File: src/tw_rx_params.svh
`ifndef TW_RX_PARAMS_SVH
`define TW_RX_PARAMS_SVH
`define TWC_CTRL_OFS 'h0
`define TWC_STAT_OFS 'h4
`define TWC_DATA_OFS 'h8
`define TWC_MODE_OFS 'hC
`define TWC_FLAG 7
`define TWC_ACK 6
`define TWC_STA 5
`define TWC_STO 4
`define TWC_WCOL 3
`define TWC_EN 2
`define TWC_IE 0
`define TWC_DATA_RST 8'hFF
`define TWC_STAT_RST 8'hF8
`define SC_START 8'h08
`define SC_REP 8'h10
`define SC_W_ACK 8'h18
`define SC_W_NACK 8'h20
`define SC_D_ACK 8'h28
`define SC_D_NACK 8'h30
`define SC_ARB 8'h38
`define SC_R_ACK 8'h40
`define SC_R_NACK 8'h48
`define SC_B_ACK 8'h50
`define SC_B_NACK 8'h58
`define SC_NONE 8'hF8
`define TWC_QTR_NS 2500
`define TWC_CLK_MHZ 100
`define RESP_OKAY 2'h0
`define RESP_SLVERR 2'h2
`endif

File: src/tw_rx_pkg.sv
package tw_rx_pkg;
  // Sequencer states of the bus engine
  typedef enum logic [2:0] {
    S_IDLE,
    S_START,
    S_HOLD,
    S_BYTE,
    S_STOP
  } core_state_e;
endpackage

File: src/two_wire_master_rx.sv
// The implementer's own choices: the AXI4-Lite register port and the placing of the registers.
`timescale 1ns/10ps
`include "tw_rx_params.svh"
module two_wire_master_rx
  import tw_rx_pkg::*;
#(
  parameter int ADDR_W = 4,
  parameter int QTR_CYC = (`TWC_QTR_NS * `TWC_CLK_MHZ + 999) / 1000
) (
  input wire logic aclk,
  input wire logic aresetn,
  input wire logic ce,
  input wire logic awvalid,
  output logic awready,
  input wire logic [ADDR_W-1:0] awaddr,
  input wire logic wvalid,
  output logic wready,
  input wire logic [31:0] wdata,
  input wire logic [3:0] wstrb,
  output logic bvalid,
  input wire logic bready,
  output logic [1:0] bresp,
  input wire logic arvalid,
  output logic arready,
  input wire logic [ADDR_W-1:0] araddr,
  output logic rvalid,
  input wire logic rready,
  output logic [31:0] rdata,
  output logic [1:0] rresp,
  input wire logic scl_i,
  output logic scl_o,
  output logic scl_oe,
  input wire logic sda_i,
  output logic sda_o,
  output logic sda_oe
);
  // Timer reload: quarter bit time in clock cycles, rounded up, less one
  localparam logic [15:0] QTR_M1 = 16'(QTR_CYC - 1);

  // Bus slave state
  logic [ADDR_W-1:0] wa_r; // Latched write address
  logic [7:0] wd_r; // Latched write data, low lane
  logic wen_r; // Low byte lane enabled
  logic wr_fire; // Both halves of a write present

  // Control and status
  logic flag_r; // op_done_flag
  logic ack_en_r; // ack_enable
  logic sta_r; // start_request
  logic sto_r; // stop_request
  logic wcol_r; // write_collision_flag
  logic en_r; // iface_enable
  logic ie_r; // irq_enable, stored only
  logic [7:0] status_r; // bus_status_reg code
  logic [7:0] data_r; // bus_data_reg, also the shifter
  logic rx_mode_r; // master_receive_mode
  logic tx_mode_r; // master_transmit_mode

  // Bus engine
  core_state_e state_r;
  logic [15:0] cnt_r; // Quarter bit timer
  logic [1:0] ph_r; // Quarter within a bit
  logic [3:0] bit_r; // Bit within a byte, 8 is ack
  logic own_r; // We are master on the bus
  logic tx_r; // Byte goes out, not in
  logic addr_r; // Byte is an address packet
  logic rw_r; // Direction bit of that packet
  logic ackb_r; // Drive ACK after a received byte
  logic ackn_r; // Sampled ack bit, 1 = NACK
  logic samp_r; // Sampled data bit
  logic step; // Quarter expired
  logic bit_last; // Ack slot
  logic lost; // Arbitration lost this sample

  // Pin synchronisers and bus watch
  logic scl_m, scl_s, sda_m, sda_s, sda_q;
  logic busy_r; // Someone owns the bus
  logic [7:0] rd_mux;

  // Only word offsets the block decodes answer OKAY
  function automatic logic reg_hit(input logic [ADDR_W-1:0] a);
    reg_hit = (a == ADDR_W'(`TWC_CTRL_OFS)) || (a == ADDR_W'(`TWC_STAT_OFS)) ||
              (a == ADDR_W'(`TWC_DATA_OFS)) || (a == ADDR_W'(`TWC_MODE_OFS));
  endfunction

  // Status after the ninth bit of a byte
  function automatic logic [7:0] done_code(input logic tx, input logic ad,
                                           input logic rw, input logic nack,
                                           input logic ackb);
    if (!tx)
      done_code = ackb ? `SC_B_ACK : `SC_B_NACK;
    else if (ad && rw)
      done_code = nack ? `SC_R_NACK : `SC_R_ACK;
    else if (ad)
      done_code = nack ? `SC_W_NACK : `SC_W_ACK;
    else
      done_code = nack ? `SC_D_NACK : `SC_D_ACK;
  endfunction

  assign wr_fire = !awready && !wready && !bvalid;
  // Clock phase after release waits for the line to go high (stretching)
  assign step = (cnt_r == 16'h0000) && ((ph_r != 2'd2) || scl_s);
  assign bit_last = (bit_r == 4'd8);
  // Released our line but it reads low: someone else drives
  assign lost = (tx_r ? !bit_last : bit_last) && !sda_oe && !sda_s;

  // Read data selection
  always_comb begin
    case (araddr)
      ADDR_W'(`TWC_CTRL_OFS): rd_mux = {flag_r, ack_en_r, sta_r, sto_r, wcol_r, en_r,
                                        1'b0, ie_r};
      ADDR_W'(`TWC_STAT_OFS): rd_mux = {status_r[7:3], 3'b000};
      ADDR_W'(`TWC_DATA_OFS): rd_mux = data_r;
      ADDR_W'(`TWC_MODE_OFS): rd_mux = {5'h00, busy_r, tx_mode_r, rx_mode_r};
      default: rd_mux = 8'h00;
    endcase
  end

  // Write channel: address and data taken in either order
  always_ff @(posedge aclk) begin
    if (!aresetn) begin
      awready <= 1'b1;
      wready <= 1'b1;
      bvalid <= 1'b0;
      bresp <= `RESP_OKAY;
      wa_r <= '0;
      wd_r <= 8'h00;
      wen_r <= 1'b0;
    end else if (ce) begin
      if (awvalid && awready) begin
        wa_r <= awaddr;
        awready <= 1'b0;
      end
      if (wvalid && wready) begin
        wd_r <= wdata[7:0];
        wen_r <= wstrb[0];
        wready <= 1'b0;
      end
      if (wr_fire) begin
        bvalid <= 1'b1;
        bresp <= reg_hit(wa_r) ? `RESP_OKAY : `RESP_SLVERR;
      end
      // Both ready again only once the answer is taken
      if (bvalid && bready) begin
        bvalid <= 1'b0;
        awready <= 1'b1;
        wready <= 1'b1;
      end
    end
  end

  // Read channel: one read at a time, data sampled at acceptance
  always_ff @(posedge aclk) begin
    if (!aresetn) begin
      arready <= 1'b1;
      rvalid <= 1'b0;
      rdata <= 32'h0000_0000;
      rresp <= `RESP_OKAY;
    end else if (ce) begin
      if (arvalid && arready) begin
        arready <= 1'b0;
        rvalid <= 1'b1;
        rdata <= {24'h00_0000, rd_mux};
        rresp <= reg_hit(araddr) ? `RESP_OKAY : `RESP_SLVERR;
      end
      if (rvalid && rready) begin
        rvalid <= 1'b0;
        arready <= 1'b1;
      end
    end
  end

  // Two stages on each pin, a third on SDA for edges; the first stage is never looked at
  always_ff @(posedge aclk) begin
    if (!aresetn) begin
      scl_m <= 1'b1;
      scl_s <= 1'b1;
      sda_m <= 1'b1;
      sda_s <= 1'b1;
      sda_q <= 1'b1;
      scl_o <= 1'b0;
      sda_o <= 1'b0;
    end else if (ce) begin
      scl_m <= scl_i;
      scl_s <= scl_m;
      sda_m <= sda_i;
      sda_s <= sda_m;
      sda_q <= sda_s;
      scl_o <= 1'b0; // Open drain: only ever pulls low
      sda_o <= 1'b0;
    end
  end

  // Busy from START and STOP seen on the wire, our own included
  always_ff @(posedge aclk) begin
    if (!aresetn) begin
      busy_r <= 1'b0;
    end else if (ce) begin
      if (scl_s && sda_q && !sda_s) begin
        busy_r <= 1'b1;
      end else if (scl_s && !sda_q && sda_s) begin
        busy_r <= 1'b0;
      end
    end
  end

  // Registers and bus sequencer; hardware sets come last so they win
  always_ff @(posedge aclk) begin
    if (!aresetn) begin
      flag_r <= 1'b0;
      ack_en_r <= 1'b0;
      sta_r <= 1'b0;
      sto_r <= 1'b0;
      wcol_r <= 1'b0;
      en_r <= 1'b0;
      ie_r <= 1'b0;
      status_r <= `TWC_STAT_RST;
      data_r <= `TWC_DATA_RST;
      rx_mode_r <= 1'b0;
      tx_mode_r <= 1'b0;
      state_r <= S_IDLE;
      cnt_r <= QTR_M1;
      ph_r <= 2'd0;
      bit_r <= 4'd0;
      own_r <= 1'b0;
      tx_r <= 1'b0;
      addr_r <= 1'b0;
      rw_r <= 1'b0;
      ackb_r <= 1'b0;
      ackn_r <= 1'b0;
      samp_r <= 1'b0;
      scl_oe <= 1'b0;
      sda_oe <= 1'b0;
    end else if (ce) begin
      // Control write; a one in the flag bit clears it
      if (wr_fire && wen_r && wa_r == ADDR_W'(`TWC_CTRL_OFS)) begin
        ack_en_r <= wd_r[`TWC_ACK];
        sta_r <= wd_r[`TWC_STA];
        sto_r <= wd_r[`TWC_STO];
        en_r <= wd_r[`TWC_EN];
        ie_r <= wd_r[`TWC_IE];
        if (wd_r[`TWC_FLAG]) begin
          flag_r <= 1'b0;
        end
      end
      // Data write only while the flag is set, else a collision
      if (wr_fire && wen_r && wa_r == ADDR_W'(`TWC_DATA_OFS)) begin
        if (flag_r) begin
          data_r <= wd_r;
          wcol_r <= 1'b0;
        end else begin
          wcol_r <= 1'b1;
        end
      end
      if (cnt_r != 16'h0000) begin
        cnt_r <= cnt_r - 16'h0001;
      end
      if (!en_r) begin
        // Interface off: let go of both lines
        state_r <= S_IDLE;
        own_r <= 1'b0;
        scl_oe <= 1'b0;
        sda_oe <= 1'b0;
      end else begin
        case (state_r)
          S_IDLE: begin
            cnt_r <= QTR_M1;
            ph_r <= 2'd0;
            scl_oe <= 1'b0;
            sda_oe <= 1'b0;
            // Requested START waits until the bus is seen free
            if (sta_r && !flag_r && !busy_r) begin
              state_r <= S_START;
            end
          end
          S_START: begin
            if (step) begin
              cnt_r <= QTR_M1;
              ph_r <= ph_r + 2'd1;
              case (ph_r)
                2'd0: sda_oe <= 1'b0;
                2'd1: scl_oe <= 1'b0;
                2'd2: sda_oe <= 1'b1;
                default: begin
                  scl_oe <= 1'b1;
                  flag_r <= 1'b1;
                  status_r <= own_r ? `SC_REP : `SC_START;
                  own_r <= 1'b1;
                  rx_mode_r <= 1'b0;
                  tx_mode_r <= 1'b0;
                  state_r <= S_HOLD;
                end
              endcase
            end
          end
          S_HOLD: begin
            // Clock stays low from the last bit while flag is set, except after lost arbitration
            cnt_r <= QTR_M1;
            ph_r <= 2'd0;
            bit_r <= 4'd0;
            if (!flag_r) begin
              if (status_r == `SC_ARB) begin
                state_r <= S_IDLE;
                own_r <= 1'b0;
              end else if (sto_r) begin
                state_r <= S_STOP;
              end else if (sta_r) begin
                state_r <= S_START;
              end else if (status_r == `SC_R_ACK || status_r == `SC_B_ACK) begin
                tx_r <= 1'b0;
                addr_r <= 1'b0;
                ackb_r <= ack_en_r;
                state_r <= S_BYTE;
              end else begin
                tx_r <= 1'b1;
                addr_r <= (status_r == `SC_START) || (status_r == `SC_REP);
                rw_r <= data_r[0];
                state_r <= S_BYTE;
              end
            end
          end
          S_BYTE: begin
            if (step) begin
              cnt_r <= QTR_M1;
              ph_r <= ph_r + 2'd1;
              case (ph_r)
                2'd0: sda_oe <= bit_last ? (!tx_r && ackb_r) : (tx_r && !data_r[7]);
                2'd1: scl_oe <= 1'b0;
                2'd2: begin
                  if (bit_last) begin
                    ackn_r <= sda_s;
                  end else begin
                    samp_r <= sda_s;
                  end
                  if (lost) begin
                    // Give the bus away at once
                    scl_oe <= 1'b0;
                    sda_oe <= 1'b0;
                    flag_r <= 1'b1;
                    status_r <= `SC_ARB;
                    own_r <= 1'b0;
                    rx_mode_r <= 1'b0;
                    tx_mode_r <= 1'b0;
                    state_r <= S_HOLD;
                  end
                end
                default: begin
                  scl_oe <= 1'b1;
                  if (!bit_last) begin
                    data_r <= {data_r[6:0], samp_r};
                    bit_r <= bit_r + 4'd1;
                  end else begin
                    flag_r <= 1'b1;
                    status_r <= done_code(tx_r, addr_r, rw_r, ackn_r, ackb_r);
                    if (addr_r) begin
                      rx_mode_r <= rw_r;
                      tx_mode_r <= !rw_r;
                    end
                    state_r <= S_HOLD;
                  end
                end
              endcase
            end
          end
          S_STOP: begin
            if (step) begin
              cnt_r <= QTR_M1;
              ph_r <= ph_r + 2'd1;
              case (ph_r)
                2'd0: sda_oe <= 1'b1;
                2'd1: scl_oe <= 1'b0;
                2'd2: sda_oe <= 1'b1;
                default: begin
                  sda_oe <= 1'b0;
                  sto_r <= 1'b0;
                  own_r <= 1'b0;
                  rx_mode_r <= 1'b0;
                  tx_mode_r <= 1'b0;
                  status_r <= `SC_NONE;
                  // A START still requested follows once bus is free
                  state_r <= S_IDLE;
                end
              endcase
            end
          end
          default: state_r <= S_IDLE;
        endcase
      end
    end
  end
endmodule

File: config.mk
export PLATFORM = sky130hd
export DESIGN_NAME = two_wire_master_rx
export DESIGN_NICKNAME = d
export VERILOG_FILES = /design/src/tw_rx_pkg.sv /design/src/two_wire_master_rx.sv
export VERILOG_INCLUDE_DIRS = /design/src /design/src/src
export SDC_FILE = /design/constraint.sdc
export NUM_CORES = 1
export LEC_CHECK = 0
export CAP_MARGIN = 15
export CORE_MARGIN = 2
export CORE_UTILIZATION = 65
export CTS_BUF_LIST = sky130_fd_sc_hd__clkbuf_4
export CTS_CLUSTER_SIZE = 12
export DETAILED_ROUTE_END_ITERATION = 7
export DONT_BUFFER_PORTS = 1
export GPL_ROUTABILITY_DRIVEN = 0
export PLACE_DENSITY_LB_ADDON = 0.08
export SLEW_MARGIN = 0
export SYNTH_ARGS = -nofsm -noshare
export SYNTH_HDL_FRONTEND = slang
export SYNTH_SLANG_ARGS = --single-unit
File: constraint.sdc
create_clock -name aclk -period 2.76 [get_ports aclk]
set_input_delay 0.414 -clock aclk [delete_from_list [all_inputs] [get_ports aclk]]
set_output_delay 0.414 -clock aclk [all_outputs]
set_load 0.01 [all_outputs]
* After elaboration in Yosys (flattened, before gate mapping)
Index checks and enable logic that the tools add are counted.
Widths: inputs -> output; s select.
** Storage, ports and cells
- Register bits :: 95
- Word-level logic and storage cells :: 313
** Operators by class
- Add/sub/neg operators :: 3
- Eq/ne operators :: 54
- Multiplexer cells :: 121
- Bitwise gates (word level) :: 6
- Reductions and logical operators :: 88
** Operator list (count)
- $mux 8 :: 14
- $mux 1 :: 55
- $ne 3x3->1 const B :: 18
- $mux 16 :: 3
- $mux 3 :: 12
- $reduce_and 11->1 :: 3
- $pmux 16 s2 :: 1
- $pmux 8 s4 :: 1
- $pmux 8 s3 :: 1
- $logic_and 1x1->1 :: 22
- $reduce_and 2->1 :: 11
- $eq 4x4->1 const B :: 5
- $mux 4 :: 5
- $ne 2x2->1 const B :: 10
- $pmux 1 s2 :: 10
- $reduce_and 6->1 :: 3
- $reduce_and 9->1 :: 2
- $eq 8x7->1 const B :: 2
- $logic_not 16->1 :: 1
- $ne 4x4->1 const B :: 4
- $pmux 8 s2 :: 1
- $reduce_and 8->1 :: 2
- $reduce_bool 16->1 :: 1
- $reduce_bool 2->1 :: 8
- other kinds (36) :: 77

* Depth between registers and ports, before layout
Gate-level depths: netlist of run 1.
- Word-level depth :: 11
- Mapped depth :: 9
- Mapped depth without buffers :: 7

* Worst setup path after synthesis of run 1
No wires, ideal clock.
- Path kind :: reg-to-reg
- Start :: register cnt_r[7]
- End :: register data_r[1]
- Arrival time :: 1.965 ns
- Required time :: 2.619 ns
- Path slack :: 0.653 ns
- Stages on the path, launching flop included :: 6
- Path buffers :: 0
- Path through :: dfxtp_1 > or4_4 > nor4_4 > nand4_2 > mux2i_1 > o211ai_1
** On the way
- Longest elaborated chain between the ends :: 5
** RTL lines
- from (decl) :: line two_wire_master_rx.sv:61 : logic [15:0] cnt_r;
- from (signal assigned) :: line two_wire_master_rx.sv:256 : cnt_r <= cnt_r - 16'h0001;
- $logic_not 16->1 :: line two_wire_master_rx.sv:102 : assign step = (cnt_r == 16'h0000) && ((ph_r != 2'd2) || scl_s);
- $logic_and 1x1->1 :: line two_wire_master_rx.sv:102
- $mux 8 :: line two_wire_master_rx.sv:323 : if (step) begin
- $mux 8 :: line two_wire_master_rx.sv:265 : case (state_r)
- $mux 8 :: line two_wire_master_rx.sv:258 : if (!en_r) begin
- to (signal assigned) :: line two_wire_master_rx.sv:218 : data_r <= `TWC_DATA_RST;
- to (signal assigned) :: line two_wire_master_rx.sv:249 : data_r <= wd_r;
- to (signal assigned) :: line two_wire_master_rx.sv:350 : data_r <= {data_r[6:0], samp_r};
- to (decl) :: line two_wire_master_rx.sv:55 : logic [7:0] data_r;
No other way between the ends.
A chain may end at the register's enable or synchronous reset.

* Final worst setup path of run 1
- Start :: register cnt_r[2]
- End :: register data_r[1]
Same word-level chain as after synthesis.

==> results.md, run 1 <==
- Clk_lat worst skew: 0.46 ns
- Sequential element share of the synthesized area: 36.3%
- Worst slew pin tran: 1.04 ns
- Maximum clock insertion buffer count: 2
- Mapped Cells: 599
- Fin Setup TNS: 0 ns
- Worst-path clk slew: 0.15 ns
- Yosys warns: 0
- Clk root buf: clkbuf_4
- Average wire per standard cell: 16.4 um
- Final setup fails: 0
- Clock Skew: 0.0188 ns
- Post-CTS Setup Repair Bufs: 0
- Synth Register Bits: 90
- Area of the multi-input gates: 0.00289 sq mm
- CP Data Arrival Time: 2.85 ns
- First-pass DRT Iterations: 5
- Post-Layout Cell Count: 697
- Worst Hold Path Cells: 1
- Num rows: 31
- Power density over the cells: 450 mW/mm^2
- Cell family with most CP delay: simple AND/OR/NAND/NOR gates
- Crit path depth: 5
- Hold_buf cts: 1
- Drt total wl: 11,400 um
- GR Util met3: 6.64%
- GR Overflow Total: 0
- CP Class: register to register
- Busiest grt layer: met2
- Largest net degree at the start of global routing: 38
- P&R area growth vs syn: 3.25%
- Number of synthesized flops with an enable pin: 0
- Post-route ant nets: 0
- Initial antenna violation count: 0
- Post-synthesis cell type count: 66
- Register area: 0.00180 sq mm
- CP max-delay cell: or4_1
- DRT iter0 DRCs: 302
- Initial Utilization: 67.7%
- VDD IR-drop max: 0.000362 V
- Crit-path cells: or4_1, nor4_4, nand4_2, mux2i_1, o211ai_1
- Worst path required time: 3.10 ns
- Leakage: 1.96 nW
- Met2 usage: 47.7%
- CTS buffer count: 9
- Fill cells: 594
- R2r worst-path depth: 5
- Primary FF master, synth: dfxtp_1
- Commonest non-fill, non-tap cell in the layout: dfxtp_1
- FFs w/ async S/R, synth: 0%
- PortBufs: 0
- Layout cells sized above 1: 9.36%
- CTS tree: yes
- DR vias/cell: 6.15
- Total number of vias: 4,288
- Residual DRC: 0
- Placeable core region: 0.00733 sq mm
- Worst setup SP type: register
- Commonest cells after routing, fill and taps aside: dfxtp_1, nand2_1, nor2_1, mux2i_1, a21oi_1
- Detailed-placement wirelength estimate: 8300 um
- Largest fanout on the critical path: 9
- H-Tree Depth: 3
- Tightest Hold Check Type: input port to register
- Num Clock Sinks: 90
- Hold slack: 0.0327 ns
- Die area: 0.00835 sq mm
- Hold Vio Cnt, Final: 0
- Vias in the first global route: 3,948
- Worst slew margin: 29.5%
- Worst setup EP type: register
- Max Fclk: 0.399 GHz
- Final Max Slew Viols: 0
- Post-Syn Area per Cell: 8.29 sq um
- # diodes: 0
- Synthesized cell area: 0.00496 sq mm
- First-pass GRT wire length: 18,900 um
- WP buf/inv: 0
- Final net count: 655
- Period Utilization, post-route: 90.7%
- DIE HEIGHT: 91.4 um
- Outcome: finished clean
- Die span in x: 91.4 um
- GRT Resource Usage Total: 28.1%
- I/O pin total: 99
- Slowest Stage Delay on Critical Path: 0.64 ns
- Dpl cells: 679
- MaxCap Viol Count: 0
- Post-CTS Resized: 0
- RSZ-0062 raised after global routing: no
- Final worst path period need: 2.50 ns
- M1 GR Usage: 34.5%
-- worst reg2reg max path, stage by stage (launching register included) --
cell,delay (ns)
dfxtp_1,0.39
or4_1,0.64
nor4_4,0.46
nand4_2,0.48
mux2i_1,0.32
o211ai_1,0.10
-- Yosys cell counts (11+ instances only) --
library cell  number  share of area, %
a21oi_1           29               2.9
mux2_2            11               2.5
dfxtp_1           90                36
xor2_1            11               1.9
nor3_1            16               1.6
nor2_1            57               4.3
nand2_1           82               6.2
nand3_1           18               1.8
buf_4             28               4.2
o21ai_0           24               2.4
clkbuf_1          28               2.1
mux2i_1           44               8.9
-- metal layers --
layer	wire length, um	vias up
met5	0	-
met4	231	0
met3	831	34
met2	5500	184
met1	4860	1998
li1	-	2072
-- kinds of logic after synthesis --
group,count (synthesis),share of synthesized area (%)
compound gates,111,14.7
xor+xnor,16,2.82
fa+ha+maj,8,2.02
buf+inv,71,7.51
flops,90,36.3
mux,55,11.4
other cells,1,0.0755
simple gates,247,25.2
-- layout make-up --
| cell class | instances | area share [%] |
|---|---|---|
| inverters | 12 | 0.879 |
| clock buffers | 10 | 1.46 |
| well taps | 99 | 2.42 |
| clock inverters | 6 | 1.39 |
| repair buffers | 15 | 2.29 |
| multi-input cells | 465 | 56.4 |
| flip-flops and latches | 90 | 35.1 |
-- registers in the layout, summed over array words and instances, names as in the netlist, 2 cells and up --
register  count
rdata         8
bit_r         4
cnt_r        16
status_r      5
wd_r          8
wa_r          4
data_r        8
state_r       3
ph_r          2
-- final timing paths --
check                             start                endpoint  slack, ns
setup / recovery  cnt_r[2]$_SDFFE_PN0P_  data_r[1]$_SDFFE_PN1P_       0.26
hold / removal                  aresetn      sda_q$_SDFFE_PN1P_       0.03
hold reg to reg    wd_r[1]$_SDFFE_PN0P_    wd_r[1]$_SDFFE_PN0P_       0.47
setup reg to reg  cnt_r[2]$_SDFFE_PN0P_  data_r[1]$_SDFFE_PN1P_       0.26
-- through the flow --
step | total power, mW | setup slack (ns) | instance area, sq um | utilization, %
2_1_floorplan | 1.56 | 0.653 | 5070 | -
3_3_place_gp | 1.54 | 0.431 | 4960 | 67.7
3_5_place_dp | 1.55 | 0.316 | 4960 | 67.7
4_1_cts | 2.31 | 0.277 | 5120 | 69.8
5_1_grt | 2.40 | 0.122 | 5130 | 69.9
6_report | 2.31 | 0.256 | 5130 | 69.9
-- power by group --
part	leakage, nW	total, mW	internal (mW)	switching [mW]
combinational	1.14	0.161	0.0641	0.0973
sequential	0.731	1.37	1.33	0.0340
clock	0.0809	0.780	0.298	0.482
No activity file was read; power rests on OpenSTA's default activity.
==> run 2: changes to the inputs <==
--- a/config.mk
+++ b/config.mk
@@ -8,8 +8,7 @@
 export LEC_CHECK = 0
 export CAP_MARGIN = 15
 export CORE_MARGIN = 2
-export CORE_UTILIZATION = 65
-export CTS_BUF_LIST = sky130_fd_sc_hd__clkbuf_4
+export CORE_UTILIZATION = 64
 export CTS_CLUSTER_SIZE = 12
 export DETAILED_ROUTE_END_ITERATION = 7
 export DONT_BUFFER_PORTS = 1
==> run 2 against run 1 <==
- sequential share of layout area shrank 0.42 points
- first-iteration DRC count increased by 15%
- combinational power shrank 4%
- non-clock buffer count fell by 2
- final cell count increased by 0.14%
- sequential power is essentially flat
- largest cell class unchanged
- largest power group unchanged
- count of clock-buffer cells in the layout did not move
- hold slack improved by 0.10 ns
- critical path depth stayed put
- critical endpoint is now data_r[2]$_SDFFE_PN1P_
==> results.md, run 2 (synthesized netlist as in run 1, its figures left out) <==
- Post-route ant nets: 0 (unchanged)
- Tightest Hold Check Type: input port to register
- Worst r2r src: cnt_r[2]$_SDFFE_PN0P_
- R2r worst-path depth: 5 (unchanged)
- Total Power: 2.55 mW (+11%)
- Fin area: 0.00519 sq mm (+1.2%)
- Max Fclk: 0.426 GHz (+6.8%)
- Number of flip-flops in the largest register: 16 (unchanged)
- Worst path required time: 3.00 ns (-0.10 ns)
- Worst slew margin: 49.5% (+20 points)
- Die area: 0.00848 sq mm (+1.5%)
- Hold slack: 0.134 ns (+0.101 ns)
- Leakage: 1.98 nW (+1.2%)
- Largest net degree at the start of global routing: 40 (+5.3%)
- Post-CTS Resized: 0 (unchanged)
- Drt total wl: 11,400 um (-0.29%)
- Num Clock Sinks: 90 (unchanged)
- HP Start: aresetn
- VDD IR-drop max: 0.000415 V (+14%)
- Residual DRC: 0 (unchanged)
- Num rows: 32 (+3.2%)
- H-Tree Depth: 3 (unchanged)
- Layout cells sized above 1: 9.40% (+0.031 points)
- DR vias/cell: 6.07 (-1.3%)
- Initial antenna violation count: 0 (unchanged)
- Post-Layout Cell Count: 698 (+0.14%)
- Clk root buf: clkbuf_8
- I/O pin total: 99 (unchanged)
- Worst slew pin tran: 0.757 ns (-0.288 ns)
- R2R Path End: data_r[2]$_SDFFE_PN1P_
- Final setup fails: 0 (unchanged)
- Hold Vio Cnt, Final: 0 (unchanged)
- Core Util, Final: 68.2% (-1.7 points)
- Final Max Slew Viols: 0 (unchanged)
- First-pass GRT wire length: 18,900 um (about the same)
- Final worst path period need: 2.34 ns (-0.159 ns)
- Post-Place Cell Area: 0.00496 sq mm (about the same)
- Period Utilization, post-route: 85.0% (-5.8 points)
- Clock Skew: 0.0143 ns (-0.00456 ns)
- Commonest cells after routing, fill and taps aside: dfxtp_1, nand2_1, nor2_1, mux2i_1, a21oi_1
- CTS buffer count: 9 (unchanged)
- GR Overflow Total: 0 (unchanged)
- Average wire per standard cell: 16.3 um (-0.43%)
- Hold_buf cts: 0 (-1)
- Largest fanout on the critical path: 8 (-1)
- Worst setup margin: 0.415 ns (+0.159 ns)
- Fill cells: 626 (+5.4%)
- Post-CTS Setup Repair Bufs: 0 (unchanged)
- Worst-path clk slew: 0.10 ns (-0.05 ns)
- Worst Hold Path Cells: 1 (unchanged)
- Worst setup SP type: register
- CP Class: register to register
- DRT iter0 DRCs: 346 (+15%)
- Clk_lat worst skew: 0.36 ns (-0.10 ns)
- Die span in x: 92.1 um (+0.74%)
- CP Data Arrival Time: 2.58 ns (-0.27 ns)
- WHS Endpoint: sda_s$_SDFFE_PN1P_
- # diodes: 0 (unchanged)
- Maximum clock insertion buffer count: 2 (unchanged)
- DIE HEIGHT: 92.1 um (+0.74%)
- MaxCap Viol Count: 0 (unchanged)
- Setup WS pre-CTS: 0.456 ns (+0.141 ns)
- Commonest non-fill, non-tap cell in the layout: dfxtp_1
- Detailed-placement wirelength estimate: 8240 um (-0.76%)
- Final net count: 653 (-0.31%)
- Vias in the first global route: 3,929 (-0.48%)
- Power density over the cells: 492 mW/mm^2 (+9.2%)
- RSZ-0062 raised after global routing: no
- Most flops, register: cnt_r
- Outcome: finished clean
- PortBufs: 0 (unchanged)
- Dpl cells: 682 (+0.44%)
- Total number of vias: 4,237 (-1.2%)
- Initial Utilization: 65.3% (-2.5 points)
- GRT Resource Usage Total: 27.8% (-0.26 points)
- First-pass DRT Iterations: 5 (unchanged)
- Placeable core region: 0.00761 sq mm (+3.8%)
- Reg-to-reg setup timing slack: 0.42 ns (+0.16 ns)
- P&R area growth vs syn: 4.51%
- Fin Setup TNS: 0 ns (unchanged)
- Worst setup EP type: register
- CTS tree: yes
run 2: cell types whose count changed in the layout (fill, tap and decap cells not counted), sizes merged:
cell | before | now
dlygate4sd3 | 2 | 0
bufinv | 1 | 2
inv | 14 | 13
run 2: worst max path at each step:
stage	cells past startpoint	end	slack [ns]	from
after floorplan	5	data_r[1]$_SDFFE_PN1P_	0.65	cnt_r[7]$_SDFFE_PN1P_
after global placement	5	data_r[2]$_SDFFE_PN1P_	0.50	cnt_r[7]$_SDFFE_PN1P_
after detailed placement	5	data_r[5]$_SDFFE_PN1P_	0.46	cnt_r[2]$_SDFFE_PN0P_
after CTS	5	data_r[2]$_SDFFE_PN1P_	0.42	cnt_r[7]$_SDFFE_PN1P_
after global routing	5	data_r[3]$_SDFFE_PN1P_	0.26	cnt_r[2]$_SDFFE_PN0P_
final	5	data_r[2]$_SDFFE_PN1P_	0.42	cnt_r[2]$_SDFFE_PN0P_
run 2: layer usage:
layer	routed length, um	GRT usage (%)
met1	5060	36.5
met2	5350	44.9
met3	718	6.33
met4	261	10.2
met5	0	0
run 2: power by group:
group / total [mW] / internal [mW] / switching (mW)
combinational: 0.155 / 0.0605 / 0.0942
sequential: 1.36 / 1.33 / 0.0345
clock: 1.03 / 0.524 / 0.507
total: 2.55 / 1.91 / 0.636
run 2: final cells by class:
class / count / area [sq um] / area share [%]
tap: 102 / 128 / 2.46
sequential: 90 / 1800 / 34.7
clock inverter: 6 / 97.6 / 1.88
clock buffer: 10 / 128 / 2.46
multi-input combinational: 465 / 2890 / 55.7
inverter: 12 / 45.0 / 0.868
timing repair buffer: 13 / 97.6 / 1.88
run 2: critical path: stages (launching register included):
cell and delay, ns:
dfxtp_1 0.37, or4_1 0.65, nor4_4 0.38, nand4_2 0.46, mux2i_1 0.28, o211ai_1 0.10
==> run 3: changes to the inputs <==
--- a/config.mk
+++ b/config.mk
@@ -6,9 +6,10 @@
 export SDC_FILE = /design/constraint.sdc
 export NUM_CORES = 1
 export LEC_CHECK = 0
+export ABC_AREA = 1
 export CAP_MARGIN = 15
 export CORE_MARGIN = 2
-export CORE_UTILIZATION = 64
+export CORE_UTILIZATION = 58
 export CTS_CLUSTER_SIZE = 12
 export DETAILED_ROUTE_END_ITERATION = 7
 export DONT_BUFFER_PORTS = 1
==> constraint.sdc (replaced) <==
create_clock -name aclk -period 2 [get_ports aclk]
set_input_delay 0.3 -clock aclk [delete_from_list [all_inputs] [get_ports aclk]]
set_output_delay 0.3 -clock aclk [all_outputs]
set_load 0.01 [all_outputs]
==> run 3 against run 2 <==
- clock skew down 0.0025 ns
- critical path depth is 6 higher
- die area grew 14%
- cell area rose by 5.6%
- combinational power rose by 100%
- register-to-register slack worse by 0.33 ns
- final cell count grew 28%
- flip-flop and latch count unchanged
- critical endpoint is now status_r[7]$_SDFFE_PN1P_
- largest cell class unchanged
==> results.md, run 3 <==
- Die span in x: 98.2 um (+6.6%)
- Area contributors post-synth: dfxtp_1, nand2_1, a21oi_1, nand3_1, nor2_1
- Maximum clock insertion buffer count: 2 (unchanged)
- Period Utilization, post-route: 95.5% (+11 points)
- Worst setup SP type: register
- Clock Power Share: 36.8% (-3.6 points)
- Worst slew pin tran: 0.511 ns (-0.246 ns)
- Final Max Slew Viols: 0 (unchanged)
- Power density over the cells: 640 mW/mm^2 (+30%)
- # diodes: 0 (unchanged)
- Core Util, Final: 63.1% (-5.1 points)
- Sequential element share of the synthesized area: 35.0% (-1.3 points)
- Synthesized cell area: 0.00514 sq mm (+3.6%)
- Cell family with most CP delay: simple AND/OR/NAND/NOR gates
- Final worst path period need: 1.91 ns (-0.435 ns)
- First-pass GRT wire length: 20,500 um (+8.5%)
- Most common cell in the synthesized netlist: nand2_1
- Drt total wl: 12,600 um (+11%)
- Worst-path clk slew: 0.10 ns (about the same)
- Post-route ant nets: 0 (unchanged)
- Number of flip-flops in the largest register: 16 (unchanged)
- GR Overflow Total: 0 (unchanged)
- Compound-Gate Fraction of Synth Area: 14.8% (+0.043 points)
- Num Clock Sinks: 90 (unchanged)
- Worst slew margin: 65.9% (+16 points)
- WP buf/inv: 1 (+1)
- Comb pwr share: 8.9% (+2.8 points)
- CTS tree: yes
- Die area: 0.00964 sq mm (+14%)
- First-pass DRT Iterations: 5 (unchanged)
- Total number of vias: 4,987 (+18%)
- Num rows: 34 (+6.3%)
- CP Data Arrival Time: 2.17 ns (-0.41 ns)
- Crit-path cells: inv_1, ha_1, or2_2, nand2_1, nand4_1, nor2_2, nand2_1, nor2_4, nand2_1, o21ai_1, nand2_1
- Synth Area in Adders: 1.95% (-0.071 points)
- Clk root buf: clkbuf_8
- Initial Utilization: 59.3% (-6.0 points)
- Fin area: 0.00548 sq mm (+5.6%)
- GRT Resource Usage Total: 25.7% (-2.1 points)
- Seq pwr share: 54.4% (+0.9 points)
- Layout cells sized above 1: 11.4% (+2.0 points)
- Number of synthesized flops with an enable pin: 0 (unchanged)
- Primary FF master, synth: dfxtp_1
- Detailed-placement wirelength estimate: 9080 um (+10%)
- P_int: 2.55 mW (+33%)
- MaxCap Viol Count: 0 (unchanged)
- Final setup fails: 0 (unchanged)
- DIE HEIGHT: 98.2 um (+6.6%)
- Setup WS pre-CTS: 0.0443 ns (-0.412 ns)
- Commonest cells after routing, fill and taps aside: nand2_1, dfxtp_1, nor2_1, inv_1, a21oi_1
- Xor and xnor area share after synthesis: 1.02% (-1.8 points)
- I/O pin total: 99 (unchanged)
- Largest fanout on the critical path: 5 (-3)
- FFs w/ async S/R, synth: 0% (unchanged)
- VDD IR-drop max: 0.000373 V (-10%)
- Most flops, register: cnt_r
- Multiplexer share of the synthesized area: 0% (-11 points)
- Initial antenna violation count: 0 (unchanged)
- CTS buffer count: 9 (unchanged)
- Clk_lat worst skew: 0.37 ns (about the same)
- Slowest Stage Delay on Critical Path: 0.37 ns (-0.28 ns)
- Post-synth top area share: 35.0% (-1.3 points)
- Largest net degree at the start of global routing: 43 (+7.5%)
- Worst setup EP type: register
- Switching share of total power: 27.4% (+2.5 points)
- Worst path required time: 2.26 ns (-0.74 ns)
- Outcome: finished clean
- DRT iter0 DRCs: 383 (+11%)
- Post-Syn Area per Cell: 6.66 sq um (-20%)
- CP most frequent cell: nand2_1
- Final net count: 845 (+29%)
- Placeable core region: 0.00868 sq mm (+14%)
- RSZ-0062 raised after global routing: yes
- Post-Place Cell Area: 0.00519 sq mm (+4.5%)
- PortBufs: 0 (unchanged)
- Main combinational cell family by area after synthesis: simple AND/OR/NAND/NOR gates
- Worst setup margin: 0.0901 ns (-0.325 ns)
- CP max-delay cell: dfxtp_2
- Switching pwr: 0.962 mW (+51%)
- H-Tree Depth: 3 (unchanged)
- Hold Vio Cnt, Final: 0 (unchanged)
- Vias in the first global route: 4,450 (+13%)
- Simple-gate share of the synthesized area: 35.0% (+9.9 points)
- Post-synthesis cell type count: 45 (-32%)
- Clock Skew: 0.0117 ns (-0.00254 ns)
- Max Fclk: 0.524 GHz (+23%)
- Total Power: 3.51 mW (+38%)
- Commonest non-fill, non-tap cell in the layout: nand2_1
- Post-synth top area cell: dfxtp_1
- Tightest Hold Check Type: input port to register
- DR vias/cell: 5.57 (-8.3%)
- Synth Register Bits: 90 (unchanged)
- Residual DRC: 0 (unchanged)
- Top post-synthesis cells by count: nand2_1, dfxtp_1, nor2_1
- Leakage: 2.39 nW (+21%)
- Yosys warns: 0 (unchanged)
- Average wire per standard cell: 14.0 um (-14%)
- CP Class: register to register
- P&R area growth vs syn: 6.52%
- Mapped Cells: 772 (+29%)
## run 3: cell types whose count changed after synthesis, moves of 8 or more
cell | previous run | this run
mux2_2 | 11 | 0
a22oi_1 | 8 | 0
inv_1 | 10 | 78
mux2i_1 | 44 | 0
nand2_1 | 82 | 175
clkbuf_1 | 28 | 11
nor2_4 | 0 | 8
nand2b_1 | 10 | 0
nor2_2 | 0 | 14
nor2_1 | 57 | 83
o21ai_0 | 24 | 44
nand3_1 | 18 | 68
nand4_1 | 5 | 14
a21oi_1 | 29 | 75
## run 3: path summary, 6_finish.rpt
check | start | endpoint | depth (start not counted) | slack, ns
setup / recovery | ph_r[0]$_SDFFE_PN0P_ | status_r[7]$_SDFFE_PN1P_ | 11 | 0.09
hold reg to reg | wd_r[3]$_SDFFE_PN0P_ | wd_r[3]$_SDFFE_PN0P_ | 2 | 0.45
setup reg to reg | ph_r[0]$_SDFFE_PN0P_ | status_r[7]$_SDFFE_PN1P_ | 11 | 0.09
hold / removal | aresetn | arready$_SDFFE_PN1P_ | 1 | 0.02
## run 3: power groups by stage
| stage | logic, mW | registers [mW] | clock network, mW |
|---|---|---|---|
| final | 0.311 | 1.91 | 1.29 |
| after floorplan | 0.301 | 1.93 | 0 |
| after CTS | 0.304 | 1.91 | 1.32 |
| after detailed placement | 0.301 | 1.95 | 0 |
| after global placement | 0.293 | 1.95 | 0 |
| after global routing | 0.352 | 1.92 | 1.39 |
## run 3: routing by layer
metal / vias to the layer above / GRT usage (%) / part of all wire [%]
met1: 2286 / 34.9 / 45
met5: - / 0 / 0
li1: 2476 / - / -
met3: 20 / 6.01 / 7.5
met2: 205 / 41.1 / 46
met4: 0 / 7.17 / 1.5
## run 3: metrics by stage
stage / hold WS (ns) / instances / setup TNS, ns
after CTS: 0.00455 / 890 / 0
after global placement: 0.384 / 873 / 0
final: 0.0198 / 896 / 0
after floorplan: 0.424 / 799 / 0
after global routing: 0.0104 / 896 / -0.0607
after detailed placement: 0.378 / 873 / 0
## run 3: logic make-up after synthesis
logic type               count (synthesis)
flip-flops                              90
AND/OR/NAND/NOR                        393
other                                    1
adder cells (fa/ha/maj)                  8
buffers and inverters                  134
AO/OA/AOI/OAI                          140
XOR/XNOR                                 6
## run 3: layout make-up
type / instances / area, sq um
fill: 811 / 3200
multi-input combinational: 575 / 2850
sequential: 90 / 1800
inverter: 86 / 325
timing repair buffer: 21 / 160
tap: 108 / 135
clock buffer: 10 / 128
clock inverter: 6 / 73.8
## run 3: repair_timing
item,in CTS,in global routing
gates resized for setup,0,15
setup buffers,0,6
hold buffers,1,0
endpoints found under the hold margin,1,0
endpoints found under the setup margin,0,28
